==> config.mk <==
export PLATFORM = sky130hd
export DESIGN_NAME = timer_single_pulse_capture
export DESIGN_NICKNAME = d
export VERILOG_FILES = /design/src/hw/timer_spc_pkg.sv /design/src/hw/timer_single_pulse_capture.sv
export SDC_FILE = /design/constraint.sdc
export NUM_CORES = 1
export LEC_CHECK = 0
export ABC_CLOCK_PERIOD_IN_PS = 2710
export BUFFER_PORTS_ARGS = -buffer_cell sky130_fd_sc_hd__buf_4
export CAP_MARGIN = 5
export CORE_MARGIN = 2
export CORE_UTILIZATION = 30
export CTS_CLUSTER_DIAMETER = 30
export CTS_CLUSTER_SIZE = 25
export DETAILED_ROUTE_END_ITERATION = 10
export PLACE_DENSITY_LB_ADDON = 0.08
export RECOVER_POWER = 25
export SYNTH_ARGS = -nofsm -noshare
export SYNTH_HDL_FRONTEND = slang
export SYNTH_SLANG_ARGS = --single-unit
==> constraint.sdc <==
create_clock -name clk -period 2.71 [get_ports clk]
set_input_delay 0.271 -clock clk [delete_from_list [all_inputs] [get_ports clk]]
set_output_delay 0.271 -clock clk [all_outputs]
set_load 0.005 [all_outputs]
==> src/hw/timer_spc_pkg.sv <==
// Constants for the single-pulse and capture timer block
package timer_spc_pkg;

  // ==========================================================
  // Register byte offsets on the AHB-Lite slave
  localparam logic [7:0] RUN_OFS = 8'h00;
  localparam logic [7:0] CTRL_ONE_OFS = 8'h04;
  localparam logic [7:0] CMP_A_OFS = 8'h08;
  localparam logic [7:0] CMP_P_OFS = 8'h0C;
  localparam logic [7:0] COUNT_OFS = 8'h10;
  localparam int ADDR_BITS = 8;

  // ==========================================================
  // Field positions in timer_control_one and the run register
  localparam int MODE_LO_POS = 0;
  localparam int MODE_HI_POS = 1;
  localparam int PIN_LO_POS = 2;
  localparam int PIN_HI_POS = 3;
  localparam int OUT_INIT_POS = 4;
  localparam int OUT_POL_POS = 5;
  localparam int DPX_POS = 6;
  localparam int CCLR_POS = 7;
  localparam int CTRL_BITS = 8;
  localparam int RUN_POS = 0;

  // ==========================================================
  // Mode and pin-function encodings
  localparam logic [1:0] MODE_COMPARE = 2'h0;
  localparam logic [1:0] MODE_CAPTURE = 2'h1;
  localparam logic [1:0] MODE_PWM_PULSE = 2'h2;
  localparam logic [1:0] MODE_TIMER = 2'h3;
  localparam logic [1:0] PIN_RISE = 2'h0;
  localparam logic [1:0] PIN_FALL = 2'h1;
  localparam logic [1:0] PIN_BOTH = 2'h2;
  localparam logic [1:0] PIN_PULSE = 2'h3;

  // ==========================================================
  // Reset values
  localparam logic [7:0] CTRL_RESET = 8'h00;
  localparam logic [15:0] CMP_A_RESET = 16'h0000;
  localparam logic [7:0] CMP_P_RESET = 8'h00;
  localparam logic [15:0] COUNT_RESET = 16'h0000;

  // AHB transfer type bit that marks NONSEQ or SEQ
  localparam int HTRANS_ACTIVE_POS = 1;

endpackage

==> src/hw/timer_single_pulse_capture.sv <==
// Single-pulse output and capture-input timer with an AHB-Lite slave
`timescale 1ns/100ps
`default_nettype none

module timer_single_pulse_capture #(
  parameter int CNT_BITS = 16
) (
  input wire logic clk,
  input wire logic rst,
  input wire logic ce,
  input wire logic hsel,
  input wire logic [31:0] haddr,
  input wire logic [1:0] htrans,
  input wire logic hwrite,
  input wire logic [2:0] hsize,
  input wire logic [31:0] hwdata,
  input wire logic hready,
  output logic hreadyout,
  output logic hresp,
  output logic [31:0] hrdata,
  input wire logic externalTriggerPin,
  input wire logic capturePin,
  output logic pulseOut,
  output logic pulseOutEnN,
  output logic timerReq
);

  // ==========================================================
  // Bus slave
  logic wrPend_q;
  logic [7:0] wrAddr_q;
  logic [31:0] hrdata_q;
  logic [31:0] rdMux;
  logic addrTaken;
  logic wrEn;

  // Register state
  logic run_q;
  logic runPrev_q;
  logic [7:0] ctrl_q;
  logic [CNT_BITS-1:0] cmpA_q;
  logic [7:0] cmpP_q;
  logic [CNT_BITS-1:0] cnt_q;
  logic [CNT_BITS-1:0] cntNext;
  logic trigPrev_q;
  logic capPrev_q;
  logic pulseOut_q;
  logic pulseOutEnN_q;
  logic timerReq_q;

  // Decoded control
  logic [1:0] modeSel;
  logic [1:0] pinFunc;
  logic outPol;
  logic spMode;
  logic capMode;
  logic runRise;
  logic trigEdge;
  logic capHit;
  logic aMatch;
  logic pMatch;
  logic runD;

  // Frozen clock enable also stalls the bus, so no transfer is lost
  assign hreadyout = ce;
  assign hresp = 1'b0;
  assign hrdata = hrdata_q;
  assign addrTaken = ce & hready & hsel & htrans[timer_spc_pkg::HTRANS_ACTIVE_POS];
  assign wrEn = ce & wrPend_q;

  // Read mux, unmapped offsets read as zero
  always_comb begin
    rdMux = 32'h0000_0000;
    unique case (haddr[timer_spc_pkg::ADDR_BITS-1:0])
      timer_spc_pkg::RUN_OFS: rdMux[timer_spc_pkg::RUN_POS] = run_q;
      timer_spc_pkg::CTRL_ONE_OFS: rdMux[7:0] = ctrl_q;
      timer_spc_pkg::CMP_A_OFS: rdMux[CNT_BITS-1:0] = cmpA_q;
      timer_spc_pkg::CMP_P_OFS: rdMux[7:0] = cmpP_q;
      timer_spc_pkg::COUNT_OFS: rdMux[CNT_BITS-1:0] = cnt_q;
      default: rdMux = 32'h0000_0000;
    endcase
    if (haddr[31:timer_spc_pkg::ADDR_BITS] != 24'h00_0000) begin
      rdMux = 32'h0000_0000;
    end
  end

  // Address phase: read data registered at once, giving zero wait states
  always_ff @(posedge clk or posedge rst) begin
    if (rst) begin
      wrPend_q <= 1'b0;
      wrAddr_q <= 8'h00;
      hrdata_q <= 32'h0000_0000;
    end else if (ce & hready) begin
      wrPend_q <= addrTaken & hwrite;
      if (addrTaken & hwrite) begin
        wrAddr_q <= (haddr[31:timer_spc_pkg::ADDR_BITS] == 24'h00_0000) ?
                    haddr[7:0] : 8'hFF;
      end
      if (addrTaken & ~hwrite) begin
        hrdata_q <= rdMux;
      end
    end
  end

  // ==========================================================
  // Mode decode
  assign modeSel = {ctrl_q[timer_spc_pkg::MODE_HI_POS],
                    ctrl_q[timer_spc_pkg::MODE_LO_POS]};
  assign pinFunc = {ctrl_q[timer_spc_pkg::PIN_HI_POS],
                    ctrl_q[timer_spc_pkg::PIN_LO_POS]};
  assign outPol = ctrl_q[timer_spc_pkg::OUT_POL_POS];
  assign spMode = (modeSel == timer_spc_pkg::MODE_PWM_PULSE) &&
                  (pinFunc == timer_spc_pkg::PIN_PULSE);
  assign capMode = (modeSel == timer_spc_pkg::MODE_CAPTURE);

  // Event detection; pins are synchronous so one history flop suffices
  assign runRise = run_q & ~runPrev_q;
  assign trigEdge = externalTriggerPin & ~trigPrev_q;
  assign cntNext = cnt_q + {{(CNT_BITS-1){1'b0}}, 1'b1};
  assign aMatch = run_q & ~runRise & (cnt_q == cmpA_q);
  // Upper byte match at the wrap point; zero matches the natural overflow
  assign pMatch = run_q & (cntNext[7:0] == 8'h00) &&
                  (cntNext[CNT_BITS-1:8] == cmpP_q);

  // Capture edge select; 11 captures nothing
  always_comb begin
    unique case (pinFunc)
      timer_spc_pkg::PIN_RISE: capHit = capturePin & ~capPrev_q;
      timer_spc_pkg::PIN_FALL: capHit = ~capturePin & capPrev_q;
      timer_spc_pkg::PIN_BOTH: capHit = capturePin ^ capPrev_q;
      timer_spc_pkg::PIN_PULSE: capHit = 1'b0;
    endcase
    capHit = capHit & capMode;
  end

  // Pin history, taken whatever direction the shared pin has
  always_ff @(posedge clk or posedge rst) begin
    if (rst) begin
      trigPrev_q <= 1'b0;
      capPrev_q <= 1'b0;
      runPrev_q <= 1'b0;
    end else if (ce) begin
      trigPrev_q <= externalTriggerPin;
      capPrev_q <= capturePin;
      runPrev_q <= run_q;
    end
  end

  // ==========================================================
  // Run bit: trigger set beats any clear in the same cycle
  always_comb begin
    runD = run_q;
    if (wrEn && wrAddr_q == timer_spc_pkg::RUN_OFS) begin
      runD = hwdata[timer_spc_pkg::RUN_POS];
    end
    if (spMode & aMatch) begin
      runD = 1'b0;
    end
    if (spMode & trigEdge) begin
      runD = 1'b1;
    end
  end

  always_ff @(posedge clk or posedge rst) begin
    if (rst) begin
      run_q <= 1'b0;
    end else if (ce) begin
      run_q <= runD;
    end
  end

  // Control and compare P registers
  always_ff @(posedge clk or posedge rst) begin
    if (rst) begin
      ctrl_q <= timer_spc_pkg::CTRL_RESET;
      cmpP_q <= timer_spc_pkg::CMP_P_RESET;
    end else if (wrEn) begin
      if (wrAddr_q == timer_spc_pkg::CTRL_ONE_OFS) begin
        ctrl_q <= hwdata[timer_spc_pkg::CTRL_BITS-1:0];
      end
      if (wrAddr_q == timer_spc_pkg::CMP_P_OFS) begin
        cmpP_q <= hwdata[7:0];
      end
    end
  end

  // Compare A: a capture wins over a software write in the same cycle
  always_ff @(posedge clk or posedge rst) begin
    if (rst) begin
      cmpA_q <= timer_spc_pkg::CMP_A_RESET;
    end else if (ce) begin
      if (capHit) begin
        cmpA_q <= cnt_q;
      end else if (wrEn && wrAddr_q == timer_spc_pkg::CMP_A_OFS) begin
        cmpA_q <= hwdata[CNT_BITS-1:0];
      end
    end
  end

  // ==========================================================
  // Counter: held while stopped, cleared on restart
  always_ff @(posedge clk or posedge rst) begin
    if (rst) begin
      cnt_q <= timer_spc_pkg::COUNT_RESET;
    end else if (ce) begin
      if (runRise) begin
        cnt_q <= '0;
      end else if (run_q & spMode & aMatch) begin
        cnt_q <= cnt_q;
      end else if (run_q & capMode & pMatch) begin
        cnt_q <= '0;
      end else if (run_q) begin
        cnt_q <= cntNext;
      end
    end
  end

  // Output pin: idle level is the polarity bit, pulse while running
  always_ff @(posedge clk or posedge rst) begin
    if (rst) begin
      pulseOut_q <= 1'b0;
      pulseOutEnN_q <= 1'b1;
    end else if (ce) begin
      pulseOut_q <= spMode ? (runD ^ outPol) : 1'b0;
      pulseOutEnN_q <= ~spMode;
    end
  end

  // Interrupt request pulse, one enabled cycle per event
  // Held like all other state while the clock enable is low
  always_ff @(posedge clk or posedge rst) begin
    if (rst) begin
      timerReq_q <= 1'b0;
    end else if (ce) begin
      timerReq_q <= (spMode & aMatch) |
                    (capMode & (capHit | pMatch));
    end
  end

  assign pulseOut = pulseOut_q;
  assign pulseOutEnN = pulseOutEnN_q;
  assign timerReq = timerReq_q;

  // ==========================================================
  // Checks
  a_trigger_sets_run: assert property (
    @(posedge clk) disable iff (rst)
    ce && spMode && trigEdge |=> run_q)
    else $error("trigger edge did not set run");

  // Outside pulse mode only software may move the run bit
  a_trigger_ignored: assert property (
    @(posedge clk) disable iff (rst)
    ce && !spMode && !(wrEn && wrAddr_q == timer_spc_pkg::RUN_OFS)
    |=> $stable(run_q))
    else $error("run bit changed outside pulse mode");

  // Polarity taken from the match cycle, as a control write may follow
  a_match_stops_run: assert property (
    @(posedge clk) disable iff (rst)
    ce && spMode && aMatch && !trigEdge
    |=> !run_q && pulseOut_q == $past(outPol))
    else $error("compare A match did not end the pulse");

  a_match_raises_req: assert property (
    @(posedge clk) disable iff (rst)
    ce && spMode && aMatch |=> timerReq_q)
    else $error("compare A match gave no request");

  a_restart_clears: assert property (
    @(posedge clk) disable iff (rst)
    ce && run_q && !runPrev_q |=> cnt_q == '0)
    else $error("counter not cleared on restart");

  a_stop_holds_count: assert property (
    @(posedge clk) disable iff (rst)
    ce && spMode && !run_q |=> $stable(cnt_q))
    else $error("stopped pulse counter moved");

  a_pulse_ignores_p: assert property (
    @(posedge clk) disable iff (rst)
    ce && spMode && run_q && !runRise && !aMatch
    |=> cnt_q == $past(cntNext))
    else $error("pulse counter did not advance");

  a_soft_stop_ends: assert property (
    @(posedge clk) disable iff (rst)
    ce && spMode && wrEn && wrAddr_q == timer_spc_pkg::RUN_OFS &&
    !hwdata[timer_spc_pkg::RUN_POS] && !trigEdge
    |=> !run_q && pulseOut_q == $past(outPol))
    else $error("software stop did not end the pulse");

  a_pulse_drives_pin: assert property (
    @(posedge clk) disable iff (rst)
    ce && spMode |=> !pulseOutEnN_q)
    else $error("pulse mode left the pin undriven");

  a_capture_latch: assert property (
    @(posedge clk) disable iff (rst)
    ce && capHit |=> cmpA_q == $past(cnt_q) && timerReq_q)
    else $error("capture did not latch counter");

  a_capture_counts: assert property (
    @(posedge clk) disable iff (rst)
    ce && capMode && run_q && runPrev_q && !pMatch
    |=> cnt_q == $past(cntNext))
    else $error("capture counter did not advance");

  a_pmatch_wraps: assert property (
    @(posedge clk) disable iff (rst)
    ce && capMode && runPrev_q && pMatch |=> cnt_q == '0 && timerReq_q)
    else $error("compare P match did not wrap counter");

  a_full_range: assert property (
    @(posedge clk) disable iff (rst)
    ce && capMode && cmpP_q == 8'h00 && run_q && runPrev_q &&
    cnt_q == 16'hFFFF |=> cnt_q == 16'h0000)
    else $error("full range wrap failed");

  a_capture_no_out: assert property (
    @(posedge clk) disable iff (rst)
    ce && capMode |=> pulseOutEnN_q && !pulseOut_q)
    else $error("capture mode drove the output");

  a_pin11_no_cap: assert property (
    @(posedge clk) disable iff (rst)
    capMode && pinFunc == timer_spc_pkg::PIN_PULSE |-> !capHit)
    else $error("capture occurred with edges disabled");

endmodule

`default_nettype wire

==> results of run 1 <==
## area by class of cell
type / instances / area (sq um) / area share [%]
tap: 211 / 264 / 4.48
inverter: 11 / 42.5 / 0.722
clock inverter: 6 / 85.1 / 1.44
sequential: 80 / 2000 / 34.0
multi-input combinational: 368 / 2460 / 41.8
timing repair buffer: 104 / 805 / 13.7
clock buffer: 10 / 229 / 3.89
## what timing repair did
action	CTS	global route
gates resized for setup	0	5
hold endpoints to repair	29	0
endpoints found under the setup margin	0	24
hold buffers	1	0
## metal layers
layer / routed length, um / up-vias / share of wire [%] / global-route usage, %
met4: 165 / 0 / 1.2 / 4.55
met3: 509 / 11 / 3.8 / 3.59
li1: - / 1886 / - / -
met2: 6240 / 78 / 47 / 26.8
met1: 6450 / 1890 / 48 / 23.5
met5: 0 / - / 0 / 0
## cells in the mapped netlist (all sizes together), types with 17 or more instances
library cell	n	area (sq um)
o21ai	35	175
xnor2	19	166
mux2i	18	180
nor2	42	160
nor4	18	128
dfrtp	79	1980
xor2	17	149
clkbuf	17	63.8
a22oi	22	165
mux2	17	191
buf	35	255
nand2	50	188
## worst paths after layout
| kind | slack [ns] | cells past startpoint | to | from |
|---|---|---|---|---|
| setup / recovery | 0.19 | 9 | cnt_q[12]$_DFFE_PP0P_ | cnt_q[0]$_DFFE_PP0P_ |
| min in group asynchronous | 0.79 | 3 | hrdata[1]$_DFFE_PP0P_ | rst |
| hold reg to reg | 0.48 | 2 | hrdata[12]$_DFFE_PP0P_ | hrdata[12]$_DFFE_PP0P_ |
| max in group asynchronous | 1.03 | 4 | pulseOutEnN$_DFFE_PP1P_ | rst |
| hold / removal | 0.15 | 3 | capPrev_q$_DFFE_PP0P_ | capturePin |
| setup reg to reg | 0.19 | 9 | cnt_q[12]$_DFFE_PP0P_ | cnt_q[0]$_DFFE_PP0P_ |
## flip-flops by register name, summed over array words and instances, names as in the netlist
| register | count |
|---|---|
| cmpA_q | 16 |
| cnt_q | 16 |
| hrdata | 16 |
| cmpP_q | 8 |
| ctrl_q | 8 |
| wrAddr_q | 8 |
| capPrev_q | 1 |
| pulseOut | 1 |
| pulseOutEnN | 1 |
| runPrev_q | 1 |
| run_q | 1 |
| timerReq | 1 |
| trigPrev_q | 1 |
| wrPend_q | 1 |
## logic make-up (layout without fill, tap and decap cells)
| logic type | count (synthesis) | after routing | share of synthesized area [%] |
|---|---|---|---|
| AND/OR/NAND/NOR | 168 | 168 | 18.1 |
| AO/OA/AOI/OAI | 108 | 108 | 16.3 |
| flip-flops | 80 | 80 | 42.3 |
| buffers and inverters | 63 | 131 | 7.62 |
| XOR/XNOR | 36 | 36 | 6.66 |
| multiplexers | 35 | 35 | 7.85 |
| adder cells (fa/ha/maj) | 4 | 4 | 1.06 |
| other | 1 | 17 | 0.0793 |
## power by group
group / switching [mW] / leakage, nW / internal, mW
combinational: 0.358 / 1.42 / 0.323
clock: 0.507 / 0.148 / 0.804
sequential: 0.158 / 1.04 / 1.30
## metrics by stage
stage	instance area (sq um)	setup slack (ns)	utilization, %	cells	hold slack (ns)
CTS	5870	0.0965	38.3	790	0.141
detailed placement	5550	0.111	36.2	773	0.351
global route	5890	0.00721	38.5	790	0.166
global placement	5550	0.126	36.2	773	0.347
floorplan	4790	0.389	-	511	0.388
finish	5890	0.186	38.5	790	0.153
## critical path, cell delays in order (launching register included)
cell	delay [ns]
dfrtp_1	0.41
buf_12	0.16
xor2_1	0.17
nor4_1	0.34
nand3_1	0.26
o311ai_4	0.45
buf_4	0.33
nor4_1	0.09
xnor2_1	0.14
nor2_1	0.05
## cell usage in the layout (no fill, tap or decap), types with 11 or more instances in the layout
| cell type | synthesis | routed |
|---|---|---|
| conb_1 | 1 | 17 |
| nand2_1 | 50 | 50 |
| buf_4 | 25 | 89 |
| mux2i_1 | 18 | 18 |
| nor3_1 | 13 | 13 |
| nor4_1 | 17 | 15 |
| o21ai_0 | 35 | 34 |
| dfrtp_1 | 79 | 78 |
| a22o_1 | 12 | 12 |
| nor2_1 | 41 | 41 |
| xor2_1 | 17 | 17 |
| xnor2_1 | 19 | 19 |
| a21oi_1 | 14 | 14 |
| clkbuf_4 | 0 | 11 |
| mux2_2 | 17 | 17 |
| a22oi_1 | 22 | 22 |
==> metrics.txt, run 1 <==
status complete, no violations; EDFF count, synth 0; Max Transition Viols Final 0; Setup CP Type reg2reg; RSZ-0062 raised after global routing false; fill cell count approximately 1.6k; type of origin of the critical path register; yosys synthesis warning count 0; worst ir drop on vdd roughly 0.30 mV; number of CTS-inserted buffers 9; number of port buffers 76; I/O pin count ~110; Max Clock Skew slightly above 0.008 ns; Cells after Synth approximately 500; nets 655; Clock Tree Root clkbuf_16; largest net degree at the start of global routing 52; Post-route DRC 0; first-pass iteration count of the detailed router 4; Setup crit end kind register; WL final between 10000 and 15000 um; Area growth, synth to finish 24.5%; ys flop type dfrtp_1; Clock Latency Late Sink 0.35 ns; LEAKAGE between 2 and 3 nW; Design Power approximately 3.5 mW; Hold WC Path Type in2reg; CTS tree done; dpl hpwl between 9000 and 10000 um; critical path arrival 2.75 ns; Fin. Hold Viols 0; Die Y-Extent ~130 um; die area 16800 sq um; Netlist Area Pre-Place approximately 4700 sq um; Mean Syn Cell Area around 9.6 sq um; synth unique cells 60; DRT iter0 DRCs 192; die width about 130 um; GRT Residual Overflow 0; number of global-route vias before repair 3894; f_max about 0.40 GHz; Clock transition at path regs approximately 0.06 ns; Crit path required time around 3 ns; Worst Tran Pin Value roughly 1.4 ns; CORE AREA about 15000 sq um; ANT cells 0; Seq/Total Area, Yosys a little over two fifths; setup TNS 0 ns; Final Cycle Share about 93%; Period minus WS final ~2.5 ns; Async S/R FF share, synth 100%; GPL Wtd Cong between 0.7 and 0.8; layout cells sized above 1 between 20% and 30%; Sink Count 80; final setup fails 0; P per Cell Area roughly 590 nW/um^2; Rel. slew slack roughly 6.5%; Starting Density approximately 31%; routed vias approximately 3.9k; post-route ant nets 0; Max-Cap Viols 0; initial antenna violation count 0; row count 45; Total GRT Usage 16.9%; first-pass GRT wire length about 22000 um; vias per inst 4.89; Seq cells post-synth 80; Max clock buf depth 2; Setup Fix Bufs, Post-CTS 0; H-tree depth 3; CP max FO 18; drt wl/cell between 15 and 20 um
Note: power is estimated with default switching activity, not from simulation.
==> inputs of run 2 (changes only) <==
- CTS_BUF_LIST: not set -> sky130_fd_sc_hd__clkbuf_2 sky130_fd_sc_hd__clkbuf_4 sky130_fd_sc_hd__clkbuf_8
==> run 2 against run 1 <==
- global-route usage down 0.13 points
- highest routed layer unchanged
- critical endpoint unchanged
- utilization is 0.64 points lower
- die area unchanged
==> metrics.txt, run 2 (synthesized netlist as in run 1, its figures left out) <==
vias per inst just under 5; most common cell after layout, fill and taps aside buf_4; Final Cycle Share between 90% and 100%; LEAKAGE about 2.6 nW; final setup fails 0; Crit path required time 2.96 ns; Max clock buf depth 2; Total GRT Usage roughly 17%; layout cells sized above 1 27.8%; Worst Tran Pin Value between 1 and 1.5 ns; number of CTS-inserted buffers 9; GPL Wtd Cong between 0.7 and 0.8; first-pass iteration count of the detailed router 4; I/O pin count between 100 and 150; Clock transition at path regs 0.09 ns; Storage cell area around 2000 sq um; most frequent cells in the layout buf_4 (89), dfrtp_1 (78), nand2_1 (50), nor2_1 (41), o21ai_0 (34); routed vias a little under 4k; Max Clock Skew between 0.01 and 0.015 ns; initial antenna violation count 0; WL final 13300 um; Die Y-Extent about 130 um; Critical Path, Cell by Cell buf_4 > xor2_1 > nor4_1 > nand3_1 > o311ai_4 > buf_4 > nor4_1 > xnor2_1 > nor2_1; switching pwr 0.981 mW; type of origin of the critical path register; Area growth, synth to finish 22.4%; slowest stage delay, CP approximately 0.45 ns; number of global-route vias before repair just under 4k; Period minus WS final 2.52 ns; power share of the clock group a little under a third; worst reg2reg setup slack about 0.19 ns; nets between 600 and 700; setup TNS 0 ns; Switching Fraction 31.3%; fill cell count between 1.5k and 2k; die area about 17000 sq um; Setup Fix Bufs, Post-CTS 0; Rel. slew slack about 7%; DRT iter0 DRCs ~170; Setup CP Type reg2reg; Max Transition Viols Final 0; first-pass GRT wire length about 21000 um; drt wl/cell approximately 17 um; area of the multi-input gates ~2500 sq um; Sink Count 80; GRT Residual Overflow 0; Max-Cap Viols 0; number of port buffers 76; status complete, no violations; post-route ant nets 0; Flop pwr share roughly 47%; Post-route DRC 0; CORE AREA 15300 sq um; RSZ-0062 raised after global routing false; Fin. Hold Viols 0; row count between 40 and 50; ANT cells 0; CTS tree done; largest net degree at the start of global routing between 50 and 60; f_max 0.397 GHz; Starting Density between 30% and 40%; P per Cell Area 541 nW/um^2; Clock Tree Root clkbuf_8; worst ir drop on vdd between 0.2 and 0.3 mV; H-tree depth 3; die width ~130 um; Gate power share 21.8%; critical path arrival between 2 and 3 ns; CP max FO 18; internal power between 2 and 2.5 mW; Hold WC Path Type in2reg; Setup crit end kind register; dpl hpwl 9970 um; Clock Latency Late Sink approximately 0.37 ns; DP Area about 5500 sq um; post-route cell area 5790 sq um; Slowest cell on crit path o311ai_4
run 2: area by class of cell:
class,instances,share of cell area (%)
Clock inverter,6,1.47
Timing Repair Buffer,104,13.9
Clock buffer,10,2.27
Tap cell,211,4.56
Multi-Input combinational cell,368,42.5
Sequential cell,80,34.6
Inverter,11,0.735
run 2: metal layers:
metal	GRT usage (%)	routed length [um]	up-vias
li1	-	-	1887
met5	0	0	-
met2	26.6	6200	74
met4	3.86	121	0
met1	23.3	6500	1883
met3	3.96	456	6
run 2: worst paths after layout:
path | from | end | cells past startpoint
worst max-delay path | cnt_q[1]$_DFFE_PP0P_ | cnt_q[12]$_DFFE_PP0P_ | 9
worst min-delay path | capturePin | capPrev_q$_DFFE_PP0P_ | 3
worst max register to register | cnt_q[1]$_DFFE_PP0P_ | cnt_q[12]$_DFFE_PP0P_ | 9
worst min register to register | hrdata[12]$_DFFE_PP0P_ | hrdata[12]$_DFFE_PP0P_ | 2
max in group asynchronous | rst | pulseOutEnN$_DFFE_PP1P_ | 4
min in group asynchronous | rst | hrdata[1]$_DFFE_PP0P_ | 3
run 2: power groups by stage:
stage | Combinational [mW] | Clock (mW) | Sequential, mW
final | 0.683 | 0.987 | 1.46
after global routing | 0.765 | 1.08 | 1.48
after CTS | 0.692 | 1.04 | 1.46
after detailed placement | 0.688 | 0 | 1.48
after global placement | 0.679 | 0 | 1.48
after floorplan | 0.544 | 0 | 1.38
run 2: timing repair:
action / in CTS / in global routing
setup endpoints to repair: 0 / 24
hold endpoints to repair: 29 / 0
hold buffers: 1 / 0
resized for setup: 0 / 5
run 2: worst max-delay path, delay by kind of cell (launching register included):
| family | cells | cell delay [ns] |
|---|---|---|
| AND/OR/NAND/NOR | 4 | 0.71 |
| buffers and inverters | 2 | 0.52 |
| AO/OA/AOI/OAI | 1 | 0.45 |
| flip-flops | 1 | 0.39 |
| XOR/XNOR | 2 | 0.34 |
run 2: per-stage QoR:
step | std cells | power, mW | hold WS (ns) | util [%] | setup slack [ns]
floorplan | 511 | 1.93 | 0.388 | - | 0.389
global placement | 773 | 2.16 | 0.347 | 36.2 | 0.126
detailed placement | 773 | 2.17 | 0.351 | 36.2 | 0.111
CTS | 790 | 3.19 | 0.103 | 37.7 | 0.0907
global route | 790 | 3.33 | 0.122 | 37.8 | 0.00383
finish | 790 | 3.13 | 0.129 | 37.8 | 0.193
==> inputs of run 3 (changes only) <==
- RECOVER_POWER: 25 -> not set
- SETUP_SLACK_MARGIN: not set -> 0.5
==> run 3 against run 2 <==
- flip-flop and latch count did not move
- die area did not move
- largest cell class unchanged
- clock skew rose by 0.0072 ns
- worst hold slack improved by 0.0012 ns
==> metrics.txt, run 3 (synthesized netlist as in run 1, its figures left out) <==
met1 wire length about 6500 um; most frequent cells in the layout buf_4 (121), dfrtp_1 (71), nand2_1 (49), nor2_1 (40), o21ai_0 (34); slowest stage delay, CP 0.51 ns; type of origin of the critical path register; final setup fails 0; GPL Wtd Cong between 0.8 and 0.9; Top Metal Used met4; Max Clock Skew approximately 0.019 ns; Slowest cell on crit path or4_4; Hold WC Path Type in2reg; first-pass GRT wire length about 23000 um; Final Cycle Share 85.5%; Fin. Hold Viols 0; drt wl/cell around 17 um; Max Transition Viols Final 0; Total GRT Usage between 15 and 20%; f_max 0.432 GHz; CTS tree done; area of the multi-input gates around 2600 sq um; setup TNS 0 ns; Setup CP Type reg2reg; Clock transition at path regs roughly 0.090 ns; status complete, no violations; Clock Tree Root clkbuf_8; number of port buffers 76; worst ir drop on vdd about 0.25 mV; Critical Path, Cell by Cell buf_4 > nand3_2 > or4_4 > a211oi_4 > o2111ai_4 > a21oi_4 > nor2_1; Setup crit end kind register; Max clock buf depth 2; LEAKAGE roughly 2.7 nW; Sink Count 80; ANT cells 0; vias per inst 4.90; WL final 14100 um; Rel. slew slack between 30% and 40%; Design Power between 3 and 4 mW; I/O pin count roughly 110; Crit path required time 2.96 ns; die width between 100 and 150 um; DRT iter0 DRCs roughly 240; RSZ-0062 raised after global routing true; wire length on met2 6740 um; fill cell count around 1.6k; Period minus WS final 2.32 ns; die area approximately 17000 sq um; row count 45; Storage cell area roughly 2000 sq um; Die Y-Extent between 100 and 150 um; initial antenna violation count 0; first-pass iteration count of the detailed router 4; GRT Residual Overflow 0; CORE AREA ~15000 sq um; largest net degree at the start of global routing 55; CP max FO 7; nets 680; P per Cell Area between 500 and 600 nW/um^2; routed vias between 3k and 4k; number of global-route vias before repair approximately 4.1k; number of CTS-inserted buffers 9; Top delay family on crit path compound AO/OA/AOI/OAI gates; Area growth, synth to finish 29.0%; Worst Tran Pin Value approximately 0.9 ns; Starting Density between 30% and 40%; Clock Latency Late Sink between 0.3 and 0.4 ns; Routed met3 length approximately 590 um; WP buf/inv 1; Max-Cap Viols 0; post-route ant nets 0; most common cell after layout, fill and taps aside buf_4; Post-route DRC 0; layout cells sized above 1 a little over a third; dpl hpwl approximately 10000 um; H-tree depth 3; critical path arrival 2.57 ns
==> run 3: cell count changes in the layout (fill, tap and decap cells not counted), moves of 3 or more <==
cell,delta
inv_6,+3
nand3_1,-3
nor4_1,-4
buf_4,+32
clkbuf_4,-12
dfrtp_2,+7
dfrtp_1,-7
buf_6,+6
==> run 3: layout make-up <==
| type | instances | area share (%) |
|---|---|---|
| Multi-Input combinational cell | 368 | 42.6 |
| Tap cell | 211 | 4.33 |
| Clock buffer | 9 | 2.03 |
| Sequential cell | 80 | 33.0 |
| Inverter | 11 | 0.738 |
| Clock inverter | 7 | 0.861 |
| Timing Repair Buffer | 129 | 16.5 |
==> run 3: path summary, 6_finish.rpt <==
check,from,slack [ns],cells past startpoint,endpoint
min in group asynchronous,rst,0.52,3,hrdata[9]$_DFFE_PP0P_
setup / recovery,cnt_q[9]$_DFFE_PP0P_,0.39,7,cnt_q[11]$_DFFE_PP0P_
setup reg to reg,cnt_q[9]$_DFFE_PP0P_,0.39,7,cnt_q[11]$_DFFE_PP0P_
hold / removal,capturePin,0.13,3,capPrev_q$_DFFE_PP0P_
hold reg to reg,wrPend_q$_DFFE_PP0P_,0.48,1,wrPend_q$_DFFE_PP0P_
max in group asynchronous,rst,1.44,4,pulseOutEnN$_DFFE_PP1P_
==> run 3: where the power goes <==
part           total [mW]  internal (mW)  switching (mW)  leakage [nW]
sequential           1.47           1.31           0.158          1.03
clock               0.846          0.341           0.505        0.0904
combinational       0.884          0.438           0.446          1.58
==> run 3: layer usage <==
metal / track usage, % / up-vias
met4: 5.57 / 0
met2: 27.8 / 93
met1: 24.3 / 1944
met3: 3.47 / 15
li1: - / 1938
met5: 0 / -
==> run 3: repair_timing <==
item	4_1_cts	5_1_grt
pin swaps	24	9
hold endpoints to repair	26	0
resized for setup	33	10
buffers inserted	19	2
hold buffers	1	0
setup endpoints to repair	19	18
cloned	0	0
==> run 3: worst reg2reg max path: cells and delay by family (launching register included) <==
family	cells	cell delay (ns)
AND/OR/NAND/NOR	3	0.76
flip-flops	1	0.44
AO/OA/AOI/OAI	3	0.83
buffers and inverters	1	0.18
==> run 3: stage by stage <==
step           cells  hold slack (ns)  setup slack, ns  instance area [sq um]  utilization, %
2_1_floorplan    511            0.388            0.522                   4790               -
3_3_place_gp     777            0.384           0.0389                   5570            36.3
3_5_place_dp     777            0.389           0.0219                   5570            36.3
4_1_cts          813            0.110            0.439                   6030            39.4
5_1_grt          815            0.129            0.314                   6100            39.8
6_report         815            0.130            0.394                   6100            39.8
